`config.mk`:
```
export PLATFORM = sky130hd
export DESIGN_NAME = htr_generator
export DESIGN_NICKNAME = d
export VERILOG_FILES = /design/src/htr_pkg.sv /design/src/htr_generator.sv
export SDC_FILE = /design/constraint.sdc
export NUM_CORES = 1
export LEC_CHECK = 0
export BUFFER_PORTS_ARGS = -buffer_cell sky130_fd_sc_hd__buf_4
export CORE_MARGIN = 2
export CORE_UTILIZATION = 40
export DETAILED_ROUTE_END_ITERATION = 8
export GPL_ROUTABILITY_DRIVEN = 0
export HOLD_SLACK_MARGIN = 0.02
export PLACE_DENSITY = 0.58
export SYNTH_ARGS = -nofsm -noshare
export SYNTH_HDL_FRONTEND = slang
export SYNTH_SLANG_ARGS = --single-unit
```
`constraint.sdc`:
```
create_clock -name sys_clk -period 4.96 [get_ports sys_clk]
set_clock_uncertainty 0.15 [all_clocks]
set_input_delay 0 -clock sys_clk [delete_from_list [all_inputs] [get_ports sys_clk]]
set_output_delay 0 -clock sys_clk [all_outputs]
set_load 0.03 [all_outputs]
```
`src/htr_pkg.sv`:
```
// Purpose: shared constants and types of the hybrid random generator
// Assumes: one raw entropy bit per qualified clock at most
// Notes: test thresholds are plain defaults, tune per source
package htr_pkg;

  // Total-failure and start-up figures
  localparam int HTR_RUN_LIMIT = 32;
  localparam int HTR_STARTUP_BITS = 512;

  // Online test window and acceptance band
  localparam int HTR_WIN_BITS = 256;
  localparam int HTR_WIN_W = 9;
  localparam logic [8:0] HTR_WIN_LAST = 9'h0FF;
  localparam logic [8:0] HTR_ONES_LO = 9'h060;
  localparam logic [8:0] HTR_ONES_HI = 9'h0A0;
  localparam logic [8:0] HTR_ONES_MID = 9'h080;

  // Entropy estimator: bias bounds and compression ratio range
  localparam logic [8:0] HTR_BIAS_UP = 9'h010;
  localparam logic [8:0] HTR_BIAS_DN = 9'h008;
  localparam logic [2:0] HTR_RATIO_MIN = 3'h2;
  localparam logic [2:0] HTR_RATIO_MAX = 3'h6;

  // Deterministic stage
  localparam int HTR_STATE_W = 351;
  localparam logic [9:0] HTR_SEED_BITS = 10'h15F;
  localparam int HTR_T_A = 350;
  localparam int HTR_T_B = 244;
  localparam int HTR_T_C = 100;
  localparam int HTR_T_D = 37;
  localparam int HTR_T_E = 12;
  localparam int HTR_T_F = 191;
  localparam int HTR_T_G = 303;
  localparam int HTR_O_A = 300;
  localparam int HTR_O_B = 171;
  localparam int HTR_O_C = 83;
  localparam int HTR_O_D = 290;
  localparam int HTR_O_E = 5;
  localparam int HTR_O_F = 222;
  localparam int HTR_O_G = 139;

  // Word formats
  localparam logic [4:0] HTR_W8 = 5'h08;
  localparam logic [4:0] HTR_W16 = 5'h10;

  typedef enum logic [1:0] {HTR_ST_START, HTR_ST_RUN, HTR_ST_FAIL} htr_state_t;

  typedef struct packed {
    logic total_fail;
    logic defect;
    logic seeded;
    logic running;
  } htr_status_t;

endpackage : htr_pkg

```
`src/htr_generator.sv`:
```
// Purpose: hybrid physical random generator with compression and deterministic stage
// Assumes: raw bits arrive synchronous to sys_clk, qualified by raw_valid
// Notes: any failure or defect blocks output until reset
//
// Overview of operation
// - Start-up total-failure check; failure means no output
// - Drop words touched by post-failure raw bits
// - Online statistical test at start-up and always
// - No output before test and seeding; block on defect
// - Every raw bit enters the online test
// - One output bit per compressed input bit
// - Deterministic stage, nonlinear transition and output functions
// - Words of 8 or 16 bits by select
// - Deterministic stage fed only by compressed source
// - Compression ratio steered by entropy estimator
// - Ratio raised when bias threatens byte entropy
// - Deterministic state is 351 bits
`timescale 1ns/1ps
`default_nettype none

module htr_generator
  import htr_pkg::*;
#(
  parameter int RUN_LIMIT = HTR_RUN_LIMIT,
  parameter int STARTUP_BITS = HTR_STARTUP_BITS
)(
  input wire logic sys_clk,
  input wire logic resetn,
  input wire logic raw_bit,
  input wire logic raw_valid,
  input wire logic word16_sel,
  output logic [15:0] rnd_word,
  output logic rnd_valid,
  output htr_status_t status
);

  ////////////////////////////////////////////////////////////////////////////
  // Total-failure and online tests

  logic last_bit_q, last_bit_d;
  logic [5:0] run_q, run_d;
  logic [9:0] up_cnt_q, up_cnt_d;
  logic [8:0] win_q, win_d;
  logic [8:0] ones_q, ones_d;
  logic tfail_q, tfail_d;
  logic defect_q, defect_d;
  logic win_ok_q, win_ok_d;
  logic [2:0] ratio_q, ratio_d;
  logic [8:0] ones_now;
  logic [8:0] bias;
  logic win_end;

  always_comb
  begin
    last_bit_d = last_bit_q;
    run_d = run_q;
    up_cnt_d = up_cnt_q;
    win_d = win_q;
    ones_d = ones_q;
    tfail_d = tfail_q;
    defect_d = defect_q;
    win_ok_d = win_ok_q;
    ratio_d = ratio_q;
    ones_now = ones_q + {8'h00, raw_bit};
    bias = (ones_now > HTR_ONES_MID) ? ones_now - HTR_ONES_MID : HTR_ONES_MID - ones_now;
    win_end = raw_valid && (win_q == HTR_WIN_LAST);
    if (raw_valid)
    begin
      last_bit_d = raw_bit;
      if (up_cnt_q != 10'(STARTUP_BITS))
      begin
        up_cnt_d = up_cnt_q + 10'h001;
      end
      // Stuck source shows as a long run of one value
      if (raw_bit == last_bit_q)
      begin
        if (run_q != 6'(RUN_LIMIT))
        begin
          run_d = run_q + 6'h01;
        end
        if (run_q + 6'h01 >= 6'(RUN_LIMIT))
        begin
          tfail_d = 1'b1;
        end
      end
      else
      begin
        run_d = 6'h01;
      end
      // Every raw bit counted, no sampling gaps
      win_d = win_q + 9'h001;
      ones_d = ones_now;
      if (win_end)
      begin
        win_d = '0;
        ones_d = '0;
        if (ones_now < HTR_ONES_LO || ones_now > HTR_ONES_HI)
        begin
          defect_d = 1'b1;
        end
        else
        begin
          win_ok_d = 1'b1;
        end
        // Estimator: heavier bias, stronger compression
        if (bias > HTR_BIAS_UP && ratio_q != HTR_RATIO_MAX)
        begin
          ratio_d = ratio_q + 3'h1;
        end
        else if (bias < HTR_BIAS_DN && ratio_q != HTR_RATIO_MIN)
        begin
          ratio_d = ratio_q - 3'h1;
        end
      end
    end
  end

  always_ff @(posedge sys_clk or negedge resetn)
  begin
    if (!resetn)
    begin
      last_bit_q <= 1'b0;
      run_q <= '0;
      up_cnt_q <= '0;
      win_q <= '0;
      ones_q <= '0;
      tfail_q <= 1'b0;
      defect_q <= 1'b0;
      win_ok_q <= 1'b0;
      ratio_q <= HTR_RATIO_MAX;
    end
    else
    begin
      last_bit_q <= last_bit_d;
      run_q <= run_d;
      up_cnt_q <= up_cnt_d;
      win_q <= win_d;
      ones_q <= ones_d;
      tfail_q <= tfail_d;
      defect_q <= defect_d;
      win_ok_q <= win_ok_d;
      ratio_q <= ratio_d;
    end
  end

  ////////////////////////////////////////////////////////////////////////////
  // Compression and deterministic stage

  logic [2:0] cmp_cnt_q, cmp_cnt_d;
  logic cmp_acc_q, cmp_acc_d;
  logic cmp_valid;
  logic cmp_bit;
  logic [HTR_STATE_W-1:0] drg_q, drg_d;
  logic [9:0] seed_q, seed_d;
  logic fb;
  logic out_bit;

  always_comb
  begin
    cmp_cnt_d = cmp_cnt_q;
    cmp_acc_d = cmp_acc_q;
    cmp_valid = 1'b0;
    cmp_bit = cmp_acc_q ^ raw_bit;
    drg_d = drg_q;
    seed_d = seed_q;
    // Output depends on state only, never on input directly
    out_bit = drg_q[HTR_O_A] ^ drg_q[HTR_O_B] ^ (drg_q[HTR_O_C] & drg_q[HTR_O_D])
            ^ (drg_q[HTR_O_E] | drg_q[HTR_O_F]) ^ drg_q[HTR_O_G];
    fb = drg_q[HTR_T_A] ^ drg_q[HTR_T_B] ^ (drg_q[HTR_T_C] & drg_q[HTR_T_D])
       ^ (drg_q[HTR_T_E] & ~drg_q[HTR_T_F]) ^ drg_q[HTR_T_G] ^ cmp_bit;
    if (raw_valid)
    begin
      // Fold ratio raw bits into one compressed bit
      if (cmp_cnt_q + 3'h1 >= ratio_q)
      begin
        cmp_valid = 1'b1;
        cmp_cnt_d = '0;
        cmp_acc_d = 1'b0;
      end
      else
      begin
        cmp_cnt_d = cmp_cnt_q + 3'h1;
        cmp_acc_d = cmp_bit;
      end
    end
    if (cmp_valid)
    begin
      drg_d = {drg_q[HTR_STATE_W-2:0], fb} ^ {drg_q[0], {(HTR_STATE_W-1){1'b0}}};
      if (seed_q != HTR_SEED_BITS)
      begin
        seed_d = seed_q + 10'h001;
      end
    end
  end

  always_ff @(posedge sys_clk or negedge resetn)
  begin
    if (!resetn)
    begin
      cmp_cnt_q <= '0;
      cmp_acc_q <= 1'b0;
      drg_q <= '0;
      seed_q <= '0;
    end
    else
    begin
      cmp_cnt_q <= cmp_cnt_d;
      cmp_acc_q <= cmp_acc_d;
      drg_q <= drg_d;
      seed_q <= seed_d;
    end
  end

  ////////////////////////////////////////////////////////////////////////////
  // Word assembly, hold-back and output gating

  htr_state_t st_q, st_d;
  logic [15:0] acc_q, acc_d;
  logic [4:0] nbit_q, nbit_d;
  logic [15:0] pend_q, pend_d;
  logic pend_v_q, pend_v_d;
  logic [5:0] hold_q, hold_d;
  logic [15:0] word_q, word_d;
  logic valid_q, valid_d;
  logic [4:0] width;
  logic seeded;
  logic bad;

  always_comb
  begin
    st_d = st_q;
    acc_d = acc_q;
    nbit_d = nbit_q;
    pend_d = pend_q;
    pend_v_d = pend_v_q;
    hold_d = hold_q;
    word_d = word_q;
    valid_d = 1'b0;
    width = word16_sel ? HTR_W16 : HTR_W8;
    seeded = (seed_q == HTR_SEED_BITS);
    bad = tfail_d || defect_d;
    case (st_q)
      HTR_ST_START:
      begin
        if (bad)
        begin
          st_d = HTR_ST_FAIL;
        end
        else if (seeded && win_ok_q && up_cnt_q == 10'(STARTUP_BITS))
        begin
          st_d = HTR_ST_RUN;
          nbit_d = '0;
        end
      end
      HTR_ST_RUN:
      begin
        if (bad)
        begin
          st_d = HTR_ST_FAIL;
          pend_v_d = 1'b0;
        end
        else
        begin
          if (cmp_valid)
          begin
            // One output bit per absorbed bit bounds the rate
            acc_d = {acc_q[14:0], out_bit};
            nbit_d = nbit_q + 5'h01;
            if (nbit_q + 5'h01 >= width)
            begin
              nbit_d = '0;
              // Held word keeps its place; newer is dropped so output never starves
              if (!pend_v_q)
              begin
                pend_d = word16_sel ? {acc_q[14:0], out_bit} : {8'h00, acc_q[6:0], out_bit};
                pend_v_d = 1'b1;
                hold_d = '0;
              end
            end
          end
          // Failure runs under the limit may sit inside a word, so hold it
          if (pend_v_q && raw_valid)
          begin
            hold_d = hold_q + 6'h01;
            if (hold_q + 6'h01 >= 6'(RUN_LIMIT))
            begin
              word_d = pend_q;
              valid_d = 1'b1;
              pend_v_d = 1'b0;
            end
          end
        end
      end
      HTR_ST_FAIL:
      begin
        pend_v_d = 1'b0;
      end
      default:
      begin
        st_d = HTR_ST_FAIL;
      end
    endcase
  end

  always_ff @(posedge sys_clk or negedge resetn)
  begin
    if (!resetn)
    begin
      st_q <= HTR_ST_START;
      acc_q <= '0;
      nbit_q <= '0;
      pend_q <= '0;
      pend_v_q <= 1'b0;
      hold_q <= '0;
      word_q <= '0;
      valid_q <= 1'b0;
    end
    else
    begin
      st_q <= st_d;
      acc_q <= acc_d;
      nbit_q <= nbit_d;
      pend_q <= pend_d;
      pend_v_q <= pend_v_d;
      hold_q <= hold_d;
      word_q <= word_d;
      valid_q <= valid_d;
    end
  end

  htr_status_t status_q;

  always_ff @(posedge sys_clk or negedge resetn)
  begin
    if (!resetn)
    begin
      status_q <= '0;
    end
    else
    begin
      status_q <= '{total_fail: tfail_q, defect: defect_q, seeded: seeded,
                    running: (st_q == HTR_ST_RUN)};
    end
  end

  assign rnd_word = word_q;
  assign rnd_valid = valid_q;
  assign status = status_q;

endmodule : htr_generator

`default_nettype wire

```
==> summary.md, run 1 <==
| Metric | Value |
|---|---|
| Post-synth EDFFs | `0` |
| Status | `finished, final reports clean` |
| Total setup buffers inserted after CTS | `0` |
| Fin nets | `around 2,100` |
| Vias in the first global route | `12,700` |
| Initial antenna violation count | `0` |
| Worst hold path type | `primary input to flop` |
| CTS tree | `yes` |
| Core area | `0.0474 mm2` |
| IO buf count | `25` |
| Drt wl/cell | `about 12 um` |
| Share of layout cells above drive strength 1 | `~7.9%` |
| Synthesis-to-finish area growth | `12.7%` |
| IO Pins | `26` |
| Setup_tns | `0 ns` |
| Final Hold Vio Count | `0` |
| Ant diodes | `0` |
| Yosys top cell area share | `roughly three fifths` |
| Num CTS Buffers | `49` |
| Pwr per Cell Area | `388 mW/mm2` |
| # setup viols final | `0` |
| Final wirelength | `32,900 um` |
| CP Launch Type | `flop` |
| Crit. End Element | `flop` |
| Final Max Slew Viols | `0` |
| Post-synthesis sequential area ratio | `61.8%` |
| Synth top cells by count | `nand2_1 (1,113), dfrtp_1 (470), clkbuf_1 (89), mux2_2 (38), o21ai_0 (37)` |
| Synth Cell Area | `0.0191 mm2` |
| Register area | `around 0.012 mm2` |
| Post-Syn Instances | `about 2,000` |
| Synth Register Bits | `roughly 470` |
| Max Clk Rate | `between 200 and 250 MHz` |
| Hold_buf cts | `7` |
| Syn nets | `approximately 2,100` |
| Async S/R FF share, synth | `100%` |
| Yosys top cell by area | `dfrtp_1` |
| Max_cap viols | `0` |
| Root Driver | `clkbuf_16` |
| Die footprint | `0.0495 mm2` |
| HPWL Detailed | `18,200 um` |
| Critical path required time | `5.26 ns` |
| Total grt overflow | `0` |
| R2R depth | `15` |
| Worst Max-Slew Pin Slew | `1.08 ns` |
| CP Max Fanout | `15` |
| Leakage | `~12 nW` |
| Initial core utilization | `40.3%` |
| First-pass GRT wire length | `roughly 59,000 um` |
| Gr usage total | `between 10% and 20%` |
| Row count | `80` |
| Top cells by area, synth | `dfrtp_1 (62%), nand2_1 (22%), mux2_2 (2.2%), clkbuf_1 (1.7%), ha_1 (1.5%)` |
| Unrepaired setup endpoints after global routing | `no` |
| Count leader, synth | `nand2_1` |
| Final ANT Viol Nets | `0` |
| Clk pin slew, worst setup/hold paths | `0.06 ns` |
| Clock sinks | `~470` |
| Crit path DAT | `4.76 ns` |
| Die X | `between 200 and 250 um` |
| Hold depth | `4` |
| Post-CTS resize count | `0` |
| Post-synth top flop | `dfrtp_1` |
| Yosys cell types | `between 60 and 70` |
| Die height | `223 um` |
| Largest net degree at the start of global routing | `roughly 240` |
| Number of vias per cell | `roughly 4.7` |
| Kind of critical path | `flop to flop` |
| Largest buffer count on any clock path | `3` |
| DR pass1 iterations | `6` |
| Syn avg cell area | `approximately 9.3 um2` |
| Clk_lat worst skew | `between 0.5 and 0.6 ns` |
| Minimum clock period after layout | `around 4.5 ns` |
| Worst relative slew slack | `between 20% and 30%` |
| Worst vdd ir | `approximately 0.23 mV` |
| Remaining DRCs | `0` |
| Fin crit share | `~90%` |
| Multi-input gate area | `~0.0068 mm2` |
| Post-layout util | `about 45%` |
| Via count | `roughly 13,000` |
| Fill cell count | `about 4,500` |
| Ys Warns | `0` |
| # H-tree levels | `2` |
| 1st-iter DRT viols | `995` |
## placed cells by master (no fill, tap or decap), types with 7 or more instances in the layout
| cell | netlist | routed |
|---|---|---|
| a21o_1 | 8 | 8 |
| a21oi_1 | 10 | 10 |
| and3_1 | 9 | 9 |
| buf_4 | 1 | 31 |
| clkbuf_1 | 89 | 14 |
| clkbuf_16 | 0 | 49 |
| clkbuf_8 | 0 | 11 |
| dfrtp_1 | 470 | 470 |
| ha_1 | 23 | 23 |
| inv_1 | 24 | 24 |
| mux2_1 | 8 | 8 |
| mux2_2 | 38 | 38 |
| nand2_1 | 1113 | 1112 |
| nand3_1 | 27 | 27 |
| nand4_1 | 11 | 11 |
| nor2_1 | 27 | 26 |
| nor3_1 | 11 | 11 |
| nor4_1 | 7 | 7 |
| o21ai_0 | 37 | 37 |
| o2bb2ai_1 | 7 | 7 |
| o31ai_1 | 7 | 7 |
| xnor2_1 | 29 | 29 |
| xor2_1 | 19 | 19 |
## sequential cells by signal, summed over array words and instances, names as in the netlist, 4 cells and up
register / cells
acc_q: 15
drg_q: 351
hold_q: 6
nbit_q: 5
ones_q: 9
pend_q: 16
rnd_word: 16
run_q: 6
seed_q: 10
status: 4
up_cnt_q: 10
win_q: 9
## layout make-up
cell class	count	area share, %
flip-flops and latches	472	54.9
multi-input cells	1452	31.7
clock buffers	74	6.64
well taps	615	3.57
repair buffers	45	2.12
clock inverters	12	0.628
inverters	24	0.418
## cell families (layout without fill, tap and decap cells)
| group | count (synthesis) | in the layout | synth area share (%) |
|---|---|---|---|
| AOI/OAI and AO/OA | 97 | 97 | 3.51 |
| DFF | 472 | 472 | 61.8 |
| buffers and inverters | 121 | 155 | 2.47 |
| muxes | 50 | 50 | 2.92 |
| xor gates and xnor gates | 48 | 48 | 2.20 |
| and+or+nand+nor | 1233 | 1233 | 25.5 |
| adders and majority gates | 24 | 24 | 1.61 |
## critical path: stages (launching register included)
cell and delay, ns:
dfrtp_1 0.35, ha_1 0.26, ha_1 0.35, nand2_1 0.26, or4_1 0.55, nand2_1 0.15
inv_1 0.10, ha_1 0.24, o21ai_0 0.09, o41ai_1 0.11, a211o_1 0.36, a311oi_4 0.37
nand2_4 0.14, nor3_4 0.29, buf_12 0.20, mux2_2 0.34
## final timing paths
check / from / to / slack [ns]
setup / recovery: ones_q[0] / rnd_word[15] / 0.50
hold / removal: word16_sel / pend_q[13] / 0.15
setup reg to reg: ones_q[0] / rnd_word[15] / 0.50
hold reg to reg: tfail_q / status[3] / 0.23
max in group asynchronous: resetn / drg_q[128] / 3.25
min in group asynchronous: resetn / drg_q[319] / 0.29
## stage by stage
| step | setup slack [ns] | std cells | power, mW | hold slack, ns | cell area, um2 |
|---|---|---|---|---|---|
| final | 0.503 | 2694 | 8.36 | 0.155 | 21500 |
| after global routing | 0.258 | 2694 | 8.77 | 0.152 | 21500 |
| after CTS | 0.528 | 2694 | 8.51 | 0.116 | 21500 |
| after detailed placement | 0.570 | 2601 | 4.86 | -0.00814 | 19900 |
| after global placement | 0.710 | 2601 | 4.84 | -0.0147 | 19900 |
| after floorplan | 0.924 | 2045 | 4.66 | -0.446 | 19100 |
## power by group
group / switching [mW] / internal, mW
combinational: 0.393 / 0.235
sequential: 0.154 / 4.01
clock: 1.47 / 2.09
total: 2.02 / 6.34
## layer usage
| metal | vias to the layer above | global-route usage [%] | wire length (um) |
|---|---|---|---|
| met5 | - | 0 | 0 |
| met4 | 0 | 4.83 | 831 |
| met3 | 62 | 2.30 | 965 |
| met2 | 113 | 22.3 | 14900 |
| met1 | 6216 | 18.7 | 16200 |
| li1 | 6405 | - | - |
Power figures use the tool's default switching activity.
==> run 2: changes to the inputs <==
--- a/config.mk
+++ b/config.mk
@@ -6,7 +6,6 @@
 export NUM_CORES = 1
 export LEC_CHECK = 0
 export BUFFER_PORTS_ARGS = -buffer_cell sky130_fd_sc_hd__buf_4
-export CORE_MARGIN = 2
 export CORE_UTILIZATION = 40
 export DETAILED_ROUTE_END_ITERATION = 8
 export GPL_ROUTABILITY_DRIVEN = 0
==> summary.md, run 2 (synthesis gave the netlist of run 1 again) <==
| Metric | Value |
|---|---|
| Post-route cell area | `around 0.022 mm2` |
| Final ANT Viol Nets | `0` |
| Unrepaired setup endpoints after global routing | `no` |
| Minimum clock period after layout | `4.51 ns` |
| Leakage | `~12 nW` |
| Tot Pwr | `a little under 9 mW` |
| Die height | `around 220 um` |
| Row count | `79` |
| Clock sinks | `about 470` |
| 1st-iter DRT viols | `~900` |
| Number of vias per cell | `~4.7` |
| Initial antenna violation count | `0` |
| Max Clk Rate | `221 MHz` |
| Initial core utilization | `~40%` |
| Post-layout util | `between 40% and 50%` |
| Final wirelength | `between 30,000 and 40,000 um` |
| CTS tree | `yes` |
| Final Hold Vio Count | `0` |
| Cell mode on critical path | `ha_1` |
| Largest net degree at the start of global routing | `223` |
| Drt wl/cell | `between 10 and 15 um` |
| Hold Crit Start | `word16_sel` |
| Fin crit share | `between 90% and 100%` |
| Root Driver | `clkbuf_16` |
| Num CTS Buffers | `just over 50` |
| Max incr delay on CP | `roughly 0.54 ns` |
| Clk pin slew, worst setup/hold paths | `~0.060 ns` |
| Max FFs per register | `about 350` |
| Share of layout cells above drive strength 1 | `under 10%` |
| Critical-path top delay cell | `or4_1` |
| Largest buffer count on any clock path | `3` |
| Commonest non-fill, non-tap cell in the layout | `nand2_1` |
| Worst setup startpoint | `ones_q[0]` |
| DR pass1 iterations | `6` |
| Kind of critical path | `flop to flop` |
| CP Max Fanout | `18` |
| Via count | `around 13,000` |
| Largest Register | `drg_q` |
| Remaining DRCs | `7` |
| # H-tree levels | `2` |
| IO buf count | `25` |
| Crit path DAT | `4.83 ns` |
| Worst hold path type | `primary input to flop` |
| Critical path required time | `5.27 ns` |
| Worst Max-Slew Pin Slew | `1.09 ns` |
| CP Cell Sequence | `ha_1 > ha_1 > nand2_1 > or4_1 > nand2_1 > inv_1 > ha_1 > o21ai_0 > o41ai_1 > a211o_1 > a311oi_4 > nand2_4 > nor3_4 > buf_4 > mux2_2` |
| Reg-to-Reg Start | `ones_q[0]` |
| R2R Setup Slk | `approximately 0.45 ns` |
| Placed Area | `between 0.015 and 0.02 mm2` |
| Fin nets | `roughly 2,100` |
| Most frequent cells in the layout | `nand2_1 (1,112), dfrtp_1 (470), clkbuf_16 (53)` |
| Worst relative slew slack | `a little over a quarter` |
| Die footprint | `0.0486 mm2` |
| Total setup buffers inserted after CTS | `0` |
| Synthesis-to-finish area growth | `13.6%` |
| Violated checks | `DRC` |
| Worst vdd ir | `~0.25 mV` |
| CP Launch Type | `flop` |
| # setup viols final | `0` |
| Pwr per Cell Area | `400 mW/mm2` |
| IO Pins | `26` |
| Vias in the first global route | `about 13,000` |
| Multi-input gate area | `a little under 0.007 mm2` |
| Ant diodes | `0` |
| Register area | `~0.012 mm2` |
| Final Max Slew Viols | `0` |
| Core area | `approximately 0.047 mm2` |
| Die X | `~220 um` |
| Max_cap viols | `0` |
| Gr usage total | `around 14%` |
| Fill cell count | `around 4,400` |
| HPWL Detailed | `18,100 um` |
| Crit. End Element | `flop` |
| Total grt overflow | `0` |
| First-pass GRT wire length | `roughly 58,000 um` |
| Status | `finished, violations left` |
| Clk_lat worst skew | `0.59 ns` |
| Setup_tns | `0 ns` |
-- run 2: cell types whose count changed in the layout (fill, tap and decap cells not counted) --
| cell | delta |
|---|---|
| clkinv_2 | +9 |
| clkbuf_16 | +4 |
| buf_12 | -1 |
| clkbuf_8 | -1 |
| buf_4 | +2 |
| clkbuf_1 | -5 |
| bufinv_16 | +3 |
| inv_6 | -2 |
| clkinv_4 | +1 |
-- run 2: final timing paths --
kind,endpoint,cells after the start
max,rnd_word[3],15
min,pend_q[11],4
max reg2reg,rnd_word[3],15
min reg2reg,status[3],0
max in group asynchronous,drg_q[177],4
min in group asynchronous,ratio_q[1],3
-- run 2: worst max-delay path: cells and delay by family (launching register included) --
kind / cells / cell delay [ns]
fa+ha+maj: 3 / 0.86
compound gates: 4 / 1.06
mux: 1 / 0.37
simple gates: 5 / 1.21
flops: 1 / 0.36
buf+inv: 2 / 0.35
-- run 2: power breakdown --
| part | switching [mW] | internal, mW | total [mW] |
|---|---|---|---|
| logic | 0.395 | 0.234 | 0.628 |
| registers | 0.158 | 4.01 | 4.17 |
| clock network | 1.53 | 2.37 | 3.89 |
| total | 2.08 | 6.61 | 8.69 |
-- run 2: stage by stage --
step           cells  hold slack (ns)  setup slack, ns
4_1_cts         2696           0.0965            0.435
2_1_floorplan   2045           -0.446            0.924
3_5_place_dp    2594          -0.0953            0.450
3_3_place_gp    2594          -0.0955            0.652
5_1_grt         2696            0.137            0.192
6_report        2696            0.131            0.445
-- run 2: layer usage --
layer  routed length [um]  track usage (%)  vias to the layer above
li1                     -                -                     6423
met1                15800             18.6                     6149
met2                15100             23.2                      138
met3                 1120             2.61                       51
met4                  761             5.39                        0
met5                    0                0                        -
-- run 2: area by class of cell --
| cell class | instances | share of cell area, % |
|---|---|---|
| timing repair buffer | 46 | 2.07 |
| inverter | 24 | 0.415 |
| tap | 607 | 3.50 |
| multi-input combinational | 1452 | 31.5 |
| clock inverter | 23 | 1.20 |
| sequential | 472 | 54.4 |
| clock buffer | 72 | 6.90 |
-- run 2: timing repair --
item,in CTS,in global routing
hold endpoints to repair,153,0
hold buffers,7,0
resized for setup,0,0
endpoints found under the setup margin,0,0
